### src/shared/nco_pkg.sv
// How it works
// RQ1 - accumulator is 20 bits over low, high and upper bytes; 24-bit space
// RQ2 - accumulator bytes change live on the input clock; multi-byte reads not atomic
// RQ3 - software must not write accumulator bytes while running; result undefined
// RQ4 - step value is upper nibble, high byte, low byte, msb to lsb
// RQ5 - shadow step reloads on first input clock fall after low step write
// RQ6 - software writes upper and high step bytes before the low byte
// RQ7 - bits 7 to 4 of both upper bytes are unimplemented, read zero
// RQ8 - overflow sets a sticky flag that software clears
// RQ9 - mode bit: one gives pulse per overflow, zero toggles per overflow
// RQ10 - pulse width is 2 to the field value input clock periods
// RQ11 - polarity bit one inverts the final output
// RQ12 - enabled input clock rise adds shadow step modulo 2^20; carry is overflow
`default_nettype none
package nco_pkg;
  // ------------------------------------------------------------
  // widths
  // ------------------------------------------------------------
  localparam int ADDR_W = 4;
  localparam int DATA_W = 8;
  localparam int ACC_W  = 20;
  localparam int UPR_W  = 4;
  localparam int NSRC   = 11;
  localparam int CKS_W  = 4;
  localparam int PWS_W  = 3;
  localparam int PCNT_W = 8;
  // ------------------------------------------------------------
  // register offsets
  // ------------------------------------------------------------
  localparam logic [ADDR_W-1:0] ADR_CTRL  = 4'h0;
  localparam logic [ADDR_W-1:0] ADR_CLK   = 4'h1;
  localparam logic [ADDR_W-1:0] ADR_ACCL  = 4'h2;
  localparam logic [ADDR_W-1:0] ADR_ACCH  = 4'h3;
  localparam logic [ADDR_W-1:0] ADR_ACCU  = 4'h4;
  localparam logic [ADDR_W-1:0] ADR_INCL  = 4'h5;
  localparam logic [ADDR_W-1:0] ADR_INCH  = 4'h6;
  localparam logic [ADDR_W-1:0] ADR_INCU  = 4'h7;
  localparam logic [ADDR_W-1:0] ADR_ISTAT = 4'h8;
  localparam logic [ADDR_W-1:0] ADR_ICLR  = 4'h9;
  localparam logic [ADDR_W-1:0] ADR_IEN   = 4'hA;
  // ------------------------------------------------------------
  // field positions
  // ------------------------------------------------------------
  localparam int CTRL_EN  = 7;
  localparam int CTRL_OUT = 5;
  localparam int CTRL_POL = 4;
  localparam int CTRL_PFM = 0;
  localparam int CLK_PWS  = 5;
  localparam int IRQ_OVF  = 0;
  localparam int BYTE_L   = 0;
  localparam int BYTE_H   = 1;
  localparam int BYTE_U   = 2;
  // ------------------------------------------------------------
  // reset values
  // ------------------------------------------------------------
  localparam logic [DATA_W-1:0] RST_BYTE = 8'h00;
  localparam logic [DATA_W-1:0] RST_INCL = 8'h01;
  localparam logic [ACC_W-1:0]  RST_STEP = 20'h00001;
  localparam logic [ACC_W-1:0]  RST_ACC  = 20'h00000;
  localparam logic [UPR_W-1:0]  UPR_PAD  = 4'h0;
  localparam logic [PCNT_W-1:0] PCNT_ONE = 8'h01;
endpackage
`default_nettype wire

### src/shared/nco_acc_if.sv
`timescale 1ns/1ps
`default_nettype none
// accumulator hand-off between register side and adder
interface nco_acc_if;
  import nco_pkg::*;
  logic              tick;     // enabled input clock rise
  logic [ACC_W-1:0]  step;     // shadow step value
  logic [2:0]        wr_byte;  // accumulator byte write strobes
  logic [DATA_W-1:0] wr_data;  // byte write data
  logic [ACC_W-1:0]  acc;      // live accumulator
  logic              ovf;      // carry out pulse
  modport core  (output tick, step, wr_byte, wr_data, input acc, ovf);
  modport accum (input tick, step, wr_byte, wr_data, output acc, ovf);
endinterface
`default_nettype wire

### src/logic/nco_sync.sv
`timescale 1ns/1ps
`default_nettype none
module nco_sync #(
  parameter int W = 1
) (
  input  wire logic         clk,   // system clock
  input  wire logic         rstn,  // async reset, low
  input  wire logic         ce,    // clock enable
  input  wire logic [W-1:0] d,     // asynchronous inputs
  output var  logic [W-1:0] q      // synchronised outputs
);
  logic [W-1:0] s1;
  // two flops per source; s1 feeds only q
  for (genvar i = 0; i < W; i++) begin : g_bit
    always_ff @(posedge clk or negedge rstn) begin
      if (!rstn) begin
        s1[i] <= 1'b0;
        q[i]  <= 1'b0;
      end else if (ce) begin
        s1[i] <= d[i];
        q[i]  <= s1[i];
      end
    end
  end
endmodule
`default_nettype wire

### src/logic/nco_accum.sv
`timescale 1ns/1ps
`default_nettype none
module nco_accum (
  input  wire logic clk,   // system clock
  input  wire logic rstn,  // async reset, low
  input  wire logic ce,    // clock enable
  nco_acc_if.accum  aif    // accumulator link
);
  import nco_pkg::*;
  logic [ACC_W:0] sum;
  assign sum = {1'b0, aif.acc} + {1'b0, aif.step};
  // byte writes beat the adder; running writes are undefined anyway
  always_ff @(posedge clk or negedge rstn) begin
    if (!rstn) begin
      aif.acc <= RST_ACC;
      aif.ovf <= 1'b0;
    end else if (ce) begin
      aif.ovf <= 1'b0;
      if (aif.wr_byte[BYTE_L]) begin
        aif.acc[7:0] <= aif.wr_data;
      end else if (aif.wr_byte[BYTE_H]) begin
        aif.acc[15:8] <= aif.wr_data;
      end else if (aif.wr_byte[BYTE_U]) begin
        aif.acc[ACC_W-1:16] <= aif.wr_data[UPR_W-1:0];  // [RQ1]
      end else if (aif.tick) begin
        aif.acc <= sum[ACC_W-1:0];  // [RQ12] [RQ2]
        aif.ovf <= sum[ACC_W];      // [RQ12]
      end
    end
  end
endmodule
`default_nettype wire

### src/logic/nco_core.sv
`timescale 1ns/1ps
`default_nettype none
module nco_core (
  input  wire logic                       clk,          // 200 MHz system clock
  input  wire logic                       rstn,         // async reset, low
  input  wire logic                       ce,           // clock enable
  input  wire logic [nco_pkg::ADDR_W-1:0] addr,         // register address
  input  wire logic [nco_pkg::DATA_W-1:0] wr_data,      // write data
  input  wire logic                       wr_en,        // write strobe
  input  wire logic                       rd_en,        // read strobe
  output var  logic [nco_pkg::DATA_W-1:0] rd_data,      // read data, next cycle
  input  wire logic [nco_pkg::NSRC-1:0]   osc_clk_src,  // input clock candidates
  output var  logic                       osc_out,      // final waveform
  output var  logic                       irq           // interrupt level
);
  import nco_pkg::*;

  // ------------------------------------------------------------
  // state
  // ------------------------------------------------------------
  logic                osc_enable_bit;
  logic                osc_polarity_bit;
  logic                pulse_mode_select;
  logic [PWS_W-1:0]    pulse_width_select;
  logic [CKS_W-1:0]    input_clock_select;
  logic [ACC_W-1:0]    step_value;
  logic [ACC_W-1:0]    step_shadow;
  logic                load_pend;
  logic                overflow_irq_flag;
  logic                overflow_irq_enable;
  logic                osc_output_state;
  logic [PCNT_W-1:0]   pcnt;
  logic                sel_q;
  logic [NSRC-1:0]     src_s;
  logic                sel_now;
  logic                rise;
  logic                fall;
  logic [PCNT_W-1:0]   width_cnt;
  logic                wr_hit_incl;

  nco_acc_if aif ();

  nco_sync #(.W(NSRC)) u_sync (
    .clk  (clk),
    .rstn (rstn),
    .ce   (ce),
    .d    (osc_clk_src),
    .q    (src_s)
  );

  nco_accum u_accum (
    .clk  (clk),
    .rstn (rstn),
    .ce   (ce),
    .aif  (aif)
  );

  // ------------------------------------------------------------
  // input clock edges
  // ------------------------------------------------------------
  // reserved selections give a dead clock
  assign sel_now = (input_clock_select < CKS_W'(NSRC)) ? src_s[input_clock_select] : 1'b0;
  assign rise    = sel_now & ~sel_q;
  assign fall    = ~sel_now & sel_q;

  always_ff @(posedge clk or negedge rstn) begin
    if (!rstn) begin
      sel_q <= 1'b0;
    end else if (ce) begin
      sel_q <= sel_now;
    end
  end

  // accumulator link
  assign aif.tick    = rise & osc_enable_bit;  // [RQ12]
  assign aif.step    = step_shadow;
  assign aif.wr_data = wr_data;
  assign aif.wr_byte = {wr_en && addr == ADR_ACCU, wr_en && addr == ADR_ACCH,
                        wr_en && addr == ADR_ACCL};
  assign wr_hit_incl = wr_en && addr == ADR_INCL;
  assign width_cnt   = PCNT_ONE << pulse_width_select;  // [RQ10]

  // ------------------------------------------------------------
  // configuration writes
  // ------------------------------------------------------------
  always_ff @(posedge clk or negedge rstn) begin
    if (!rstn) begin
      osc_enable_bit      <= 1'b0;
      osc_polarity_bit    <= 1'b0;
      pulse_mode_select   <= 1'b0;
      pulse_width_select  <= '0;
      input_clock_select  <= '0;
      step_value          <= RST_STEP;
      overflow_irq_enable <= 1'b0;
    end else if (ce && wr_en) begin
      if (addr == ADR_CTRL) begin
        osc_enable_bit    <= wr_data[CTRL_EN];
        osc_polarity_bit  <= wr_data[CTRL_POL];
        pulse_mode_select <= wr_data[CTRL_PFM];
      end else if (addr == ADR_CLK) begin
        pulse_width_select <= wr_data[CLK_PWS +: PWS_W];
        input_clock_select <= wr_data[CKS_W-1:0];
      end else if (addr == ADR_INCL) begin
        step_value[7:0] <= wr_data;  // [RQ4]
      end else if (addr == ADR_INCH) begin
        step_value[15:8] <= wr_data;  // [RQ4]
      end else if (addr == ADR_INCU) begin
        step_value[ACC_W-1:16] <= wr_data[UPR_W-1:0];  // [RQ4] [RQ7]
      end else if (addr == ADR_IEN) begin
        overflow_irq_enable <= wr_data[IRQ_OVF];
      end
    end
  end

  // ------------------------------------------------------------
  // step shadow
  // ------------------------------------------------------------
  // a low-byte write landing on a fall waits for the next fall,
  // so the copy never misses the freshly written byte
  always_ff @(posedge clk or negedge rstn) begin
    if (!rstn) begin
      load_pend   <= 1'b0;
      step_shadow <= RST_STEP;
    end else if (ce) begin
      if (wr_hit_incl) begin
        load_pend <= 1'b1;  // [RQ5]
      end else if (fall) begin
        load_pend <= 1'b0;
      end
      if (fall && load_pend) begin
        step_shadow <= step_value;  // [RQ5] [RQ6]
      end
    end
  end

  // ------------------------------------------------------------
  // waveform
  // ------------------------------------------------------------
  // overflow during a pulse reloads the count, so long widths never drop
  always_ff @(posedge clk or negedge rstn) begin
    if (!rstn) begin
      osc_output_state <= 1'b0;
      pcnt             <= '0;
    end else if (ce) begin
      if (!osc_enable_bit) begin
        osc_output_state <= 1'b0;
        pcnt             <= '0;
      end else if (aif.ovf && pulse_mode_select) begin
        osc_output_state <= 1'b1;  // [RQ9] [RQ10]
        pcnt             <= width_cnt;
      end else if (aif.ovf) begin
        osc_output_state <= ~osc_output_state;  // [RQ9]
      end else if (pulse_mode_select && osc_output_state && aif.tick) begin
        if (pcnt <= PCNT_ONE) begin
          osc_output_state <= 1'b0;  // [RQ10]
        end
        pcnt <= pcnt - PCNT_ONE;
      end
    end
  end

  // ------------------------------------------------------------
  // interrupt
  // ------------------------------------------------------------
  // a new overflow wins over a clear in the same cycle
  always_ff @(posedge clk or negedge rstn) begin
    if (!rstn) begin
      overflow_irq_flag <= 1'b0;
    end else if (ce) begin
      if (aif.ovf) begin
        overflow_irq_flag <= 1'b1;  // [RQ8]
      end else if (wr_en && addr == ADR_ICLR && wr_data[IRQ_OVF]) begin
        overflow_irq_flag <= 1'b0;  // [RQ8]
      end
    end
  end

  // registered pins
  always_ff @(posedge clk or negedge rstn) begin
    if (!rstn) begin
      osc_out <= 1'b0;
      irq     <= 1'b0;
    end else if (ce) begin
      osc_out <= osc_output_state ^ osc_polarity_bit;  // [RQ11]
      irq     <= overflow_irq_flag & overflow_irq_enable;
    end
  end

  // ------------------------------------------------------------
  // register reads
  // ------------------------------------------------------------
  // accumulator bytes are sampled live; no snapshot across bytes
  always_ff @(posedge clk or negedge rstn) begin
    if (!rstn) begin
      rd_data <= RST_BYTE;
    end else if (ce) begin
      rd_data <= RST_BYTE;
      if (rd_en) begin
        if (addr == ADR_CTRL) begin
          rd_data[CTRL_EN]  <= osc_enable_bit;
          rd_data[CTRL_OUT] <= osc_output_state ^ osc_polarity_bit;
          rd_data[CTRL_POL] <= osc_polarity_bit;
          rd_data[CTRL_PFM] <= pulse_mode_select;
        end else if (addr == ADR_CLK) begin
          rd_data <= {pulse_width_select, 1'b0, input_clock_select};
        end else if (addr == ADR_ACCL) begin
          rd_data <= aif.acc[7:0];  // [RQ2]
        end else if (addr == ADR_ACCH) begin
          rd_data <= aif.acc[15:8];  // [RQ2]
        end else if (addr == ADR_ACCU) begin
          rd_data <= {UPR_PAD, aif.acc[ACC_W-1:16]};  // [RQ1] [RQ7]
        end else if (addr == ADR_INCL) begin
          rd_data <= step_value[7:0];
        end else if (addr == ADR_INCH) begin
          rd_data <= step_value[15:8];
        end else if (addr == ADR_INCU) begin
          rd_data <= {UPR_PAD, step_value[ACC_W-1:16]};  // [RQ7]
        end else if (addr == ADR_ISTAT) begin
          rd_data[IRQ_OVF] <= overflow_irq_flag;
        end else if (addr == ADR_IEN) begin
          rd_data[IRQ_OVF] <= overflow_irq_enable;
        end
      end
    end
  end
endmodule
`default_nettype wire

### config.mk
export PLATFORM = sky130hd
export DESIGN_NAME = nco_core
export DESIGN_NICKNAME = d
export VERILOG_FILES = /design/src/shared/nco_pkg.sv /design/src/shared/nco_acc_if.sv /design/src/logic/nco_sync.sv /design/src/logic/nco_accum.sv /design/src/logic/nco_core.sv
export SDC_FILE = /design/constraint.sdc
export NUM_CORES = 1
export LEC_CHECK = 0
export BUFFER_PORTS_ARGS = -buffer_cell sky130_fd_sc_hd__buf_2
export CORE_UTILIZATION = 45
export DETAILED_ROUTE_END_ITERATION = 6
export PLACE_DENSITY = 0.62
export SETUP_SLACK_MARGIN = 0.4
export SLEW_MARGIN = 25
export SYNTH_ARGS = -nofsm -noshare
export SYNTH_HDL_FRONTEND = slang
export SYNTH_HIERARCHICAL = 1
export SYNTH_SLANG_ARGS = --single-unit
### constraint.sdc
create_clock -name clk -period 2.8 [get_ports clk]
set_input_delay 0.28 -clock clk [delete_from_list [all_inputs] [get_ports clk]]
set_output_delay 0.28 -clock clk [all_outputs]
set_load 0.01 [all_outputs]
==> results.yml <==
sta:
  timing.fmax_mhz: 412
  fin_skew_ns: 0.0148
  hold_violations: 0
  worst-slew-pin-transition_ns: 0.707
  fin_ws_ns: 0.376
  grt_setup_unrepaired: "true"
  max_slew_margin: 0.529
  tns_ns: 0
  period_minus_slack_ns: 2.42
  holdWs_ns: 0.0832
  setup_viol: 0
  slew_viol_final: 0
  fin_crit_sh: 0.866
routing:
  vias: 5419
  drc: 16
  wire_per_inst_um: 19.6
  viasPerCell: 5.98
  wl_um: 17800
  firstDrtPassIters: 7
  drt_iter0_markers: 401
  ant_nets: 0
place:
  port_buffers: 37
  dp_hpwl_um: 12700
  dp_slack_ns: 0.0717
  gp_congestion: 0.913
  place_area_um2: 7190
final_layout:
  multi_input_area_um2: 3770
  drive_above_1_share: 0.312
  nFillCells: 1289
  regArea_um2: 2910
  final_nets: 763
  final_area_um2: 8050
  area_growth_pct: 18.4
  diodes: 0
hold_path:
  hp-class: "input pin to register"
synth:
  yosysSeqAreaShare: 0.427
  ys_ff_latch: 116
  avgSynthCellArea_um2: 10.4
  synth-xor-area-share: 0.0129
  synth_adder_area_share: 0.0434
  yosys-mux-area-fraction: 0.173
  synthFlopType: "dfrtp_1"
  synthCells: 653
  synth_compound_area_frac: 0.157
  yosys.area_share.simple: 0.149
  yosysUniqueCellTypes: 88
  synth_area_um2: 6800
  ys_warn_count: 6
  async_flop_share: 1.00
  synth_top_family_by_area: "multiplexers"
  synth_edf_count: 0
  synthesis.nets: 704
critical_path:
  endpoint_kind: "register"
  slowest_delay_ns: 0.45
  critPathKind: "register to register"
  cp.arrival_ns: 2.77
  critPathRequiredTime_ns: 3.14
  critPathSlowestCell: "dfrtp_2"
  path_max_fanout: 7
  crit_chain: "buf_6 -> mux2i_2 -> a22oi_2 -> a22oi_2 -> nor3b_2 -> buf_4 -> o21ai_2 -> or2_4 -> a311o_1 -> o21ai_1"
  critical_path.most_common_cell: "a22oi_2"
  startpoint_type: "register"
power_and_ir_drop:
  powerDensity_nw_per_um2: 876
  peakVddDrop_v: 0.000513
  finalPower_mw: 7.05
  leakage_nw: 3.56
job:
  maxCapViolations: 0
grt:
  overflow: 0
  grt_pass1_vias: 5458
  grt_usage: 0.243
  grt_pass1_wl_um: 29200
  antenna_found_initial: 0
  grt_max_degree: 52
cts:
  cts-root-buf: "clkbuf_16"
  clk_latency_ns: 0.43
  numCtsBuffers: 17
  cts-htree-levels: 4
  cts_buffer_depth: 2
  clk_pin_slew_worst_paths_ns: 0.05
  cts_tree: "done"
  clock-sinks: 116
die:
  io_pins: 38
  die_area_um2: 15600
  die_h_um: 125
  rows: 44
  die_x_um: 125
  core_um2: 14600
  start_util: 0.464
status:
  violations: "design-rule violations"
  outcome: "finished, violations left"
layer usage:
metal	part of all wire	track usage	vias to the layer above
met5	0	0	-
met4	0.016	0.0803	0
met3	0.059	0.0507	25
met2	0.47	0.383	172
met1	0.46	0.334	2686
li1	-	-	2536
timing repair:
action / 4_1_cts / 5_1_grt
gates cloned: 0 / 1
setup buffers: 5 / 6
setup endpoints to repair: 17 / 35
pin swaps: 4 / 10
hold buffers: 1 / 0
hold endpoints to repair: 47 / 0
gates resized for setup: 9 / 24
logic make-up (layout without fill, tap and decap cells):
| kind of cell | Yosys count | count (layout) |
|---|---|---|
| xor+xnor | 10 | 10 |
| simple gates | 198 | 198 |
| flops | 116 | 116 |
| mux | 96 | 96 |
| fa+ha+maj | 23 | 23 |
| buf+inv | 48 | 117 |
| compound gates | 162 | 162 |
sequential cells by signal (all words and copies together), names as in the netlist, 3 cells and up:
name / flops
step_value: 20
pulse_width_select: 3
aif.step: 20
u_accum/aif.acc: 20
input_clock_select: 4
u_sync/q: 11
u_sync/s1: 11
rd_data: 8
pcnt: 8
report_power, final:
part / switching (mW) / leakage [nW] / total (mW) / internal, mW
clock: 0.754 / 0.297 / 2.33 / 1.58
combinational: 1.18 / 1.77 / 2.21 / 1.03
sequential: 0.409 / 1.49 / 2.50 / 2.09
total: 2.34 / 3.56 / 7.05 / 4.71
path summary, 6_finish.rpt:
kind                                  startpoint               to  slack (ns)  cells past startpoint
setup / recovery           input_clock_select[0]  u_accum/aif.ovf        0.38                     10
hold / removal                    osc_clk_src[2]     u_sync/s1[2]        0.08                      2
setup reg to reg           input_clock_select[0]  u_accum/aif.ovf        0.38                     10
hold reg to reg                        load_pend        load_pend        0.48                      1
max in group asynchronous                   rstn      aif.step[6]        1.47                      3
min in group asynchronous                   rstn     aif.step[12]        0.46                      2
synthesized netlist by cell type, types with 6 or more instances:
cell type  count  area share
and3_1         6      0.0055
nor3_1        21       0.015
mux2_4        20       0.044
inv_1         17      0.0094
nor2_1        44       0.024
nand3_1       11      0.0081
o2bb2ai_1      6      0.0077
a21o_1         6      0.0066
a31oi_1        7      0.0064
clkbuf_1      14      0.0077
a21oi_1       39       0.029
ha_1          22       0.040
nand2_1       54       0.030
buf_2          6      0.0044
xnor2_1        6      0.0077
mux2i_1       20       0.029
dfrtp_1      114        0.42
mux2_2        52       0.086
o21ai_1       18       0.013
nor4_1        12       0.011
nor3b_1        6      0.0066
o21ai_0       35       0.026
critical path: cells and delay by family, from the launching register on:
family,cells,cell delay (ns)
flops,1,0.45
compound gates,5,0.88
simple gates,2,0.55
mux,1,0.15
buf+inv,2,0.31
through the flow:
stage | instances | util
3_3_place_gp | 864 | 0.491
5_1_grt | 906 | 0.550
4_1_cts | 899 | 0.539
6_report | 906 | 0.550
2_1_floorplan | 653 | -
3_5_place_dp | 864 | 0.491
final cells by class:
class / instances / share of cell area
multi-input combinational: 489 / 0.469
sequential: 116 / 0.361
clock buffer: 19 / 0.0550
timing repair buffer: 70 / 0.0550
tap: 184 / 0.0286
clock inverter: 10 / 0.0227
inverter: 18 / 0.00855
layout by cell type (no fill, tap or decap), drive strengths merged, types with 4 or more instances in the layout:
cell and n:
mux2i 20, o211ai 4, and2 5, xor2 4, xnor2 6, bufinv 5, mux2 72, o2111ai 4
nor2b 5, nand2 56, ha 22, nor4 13, nand4 6, clkbuf 19, buf 69, a21o 6
or2 4, o21ai 53, nor3 22, dfrtp 114, mux4 4, a31oi 8, inv 17, nand2b 6
o22ai 5, nor2 44, o2bb2ai 6, a211oi 7, and3 6, a21oi 41, nand3 12, nor3b 6
Note: power is estimated with default switching activity, not from simulation.
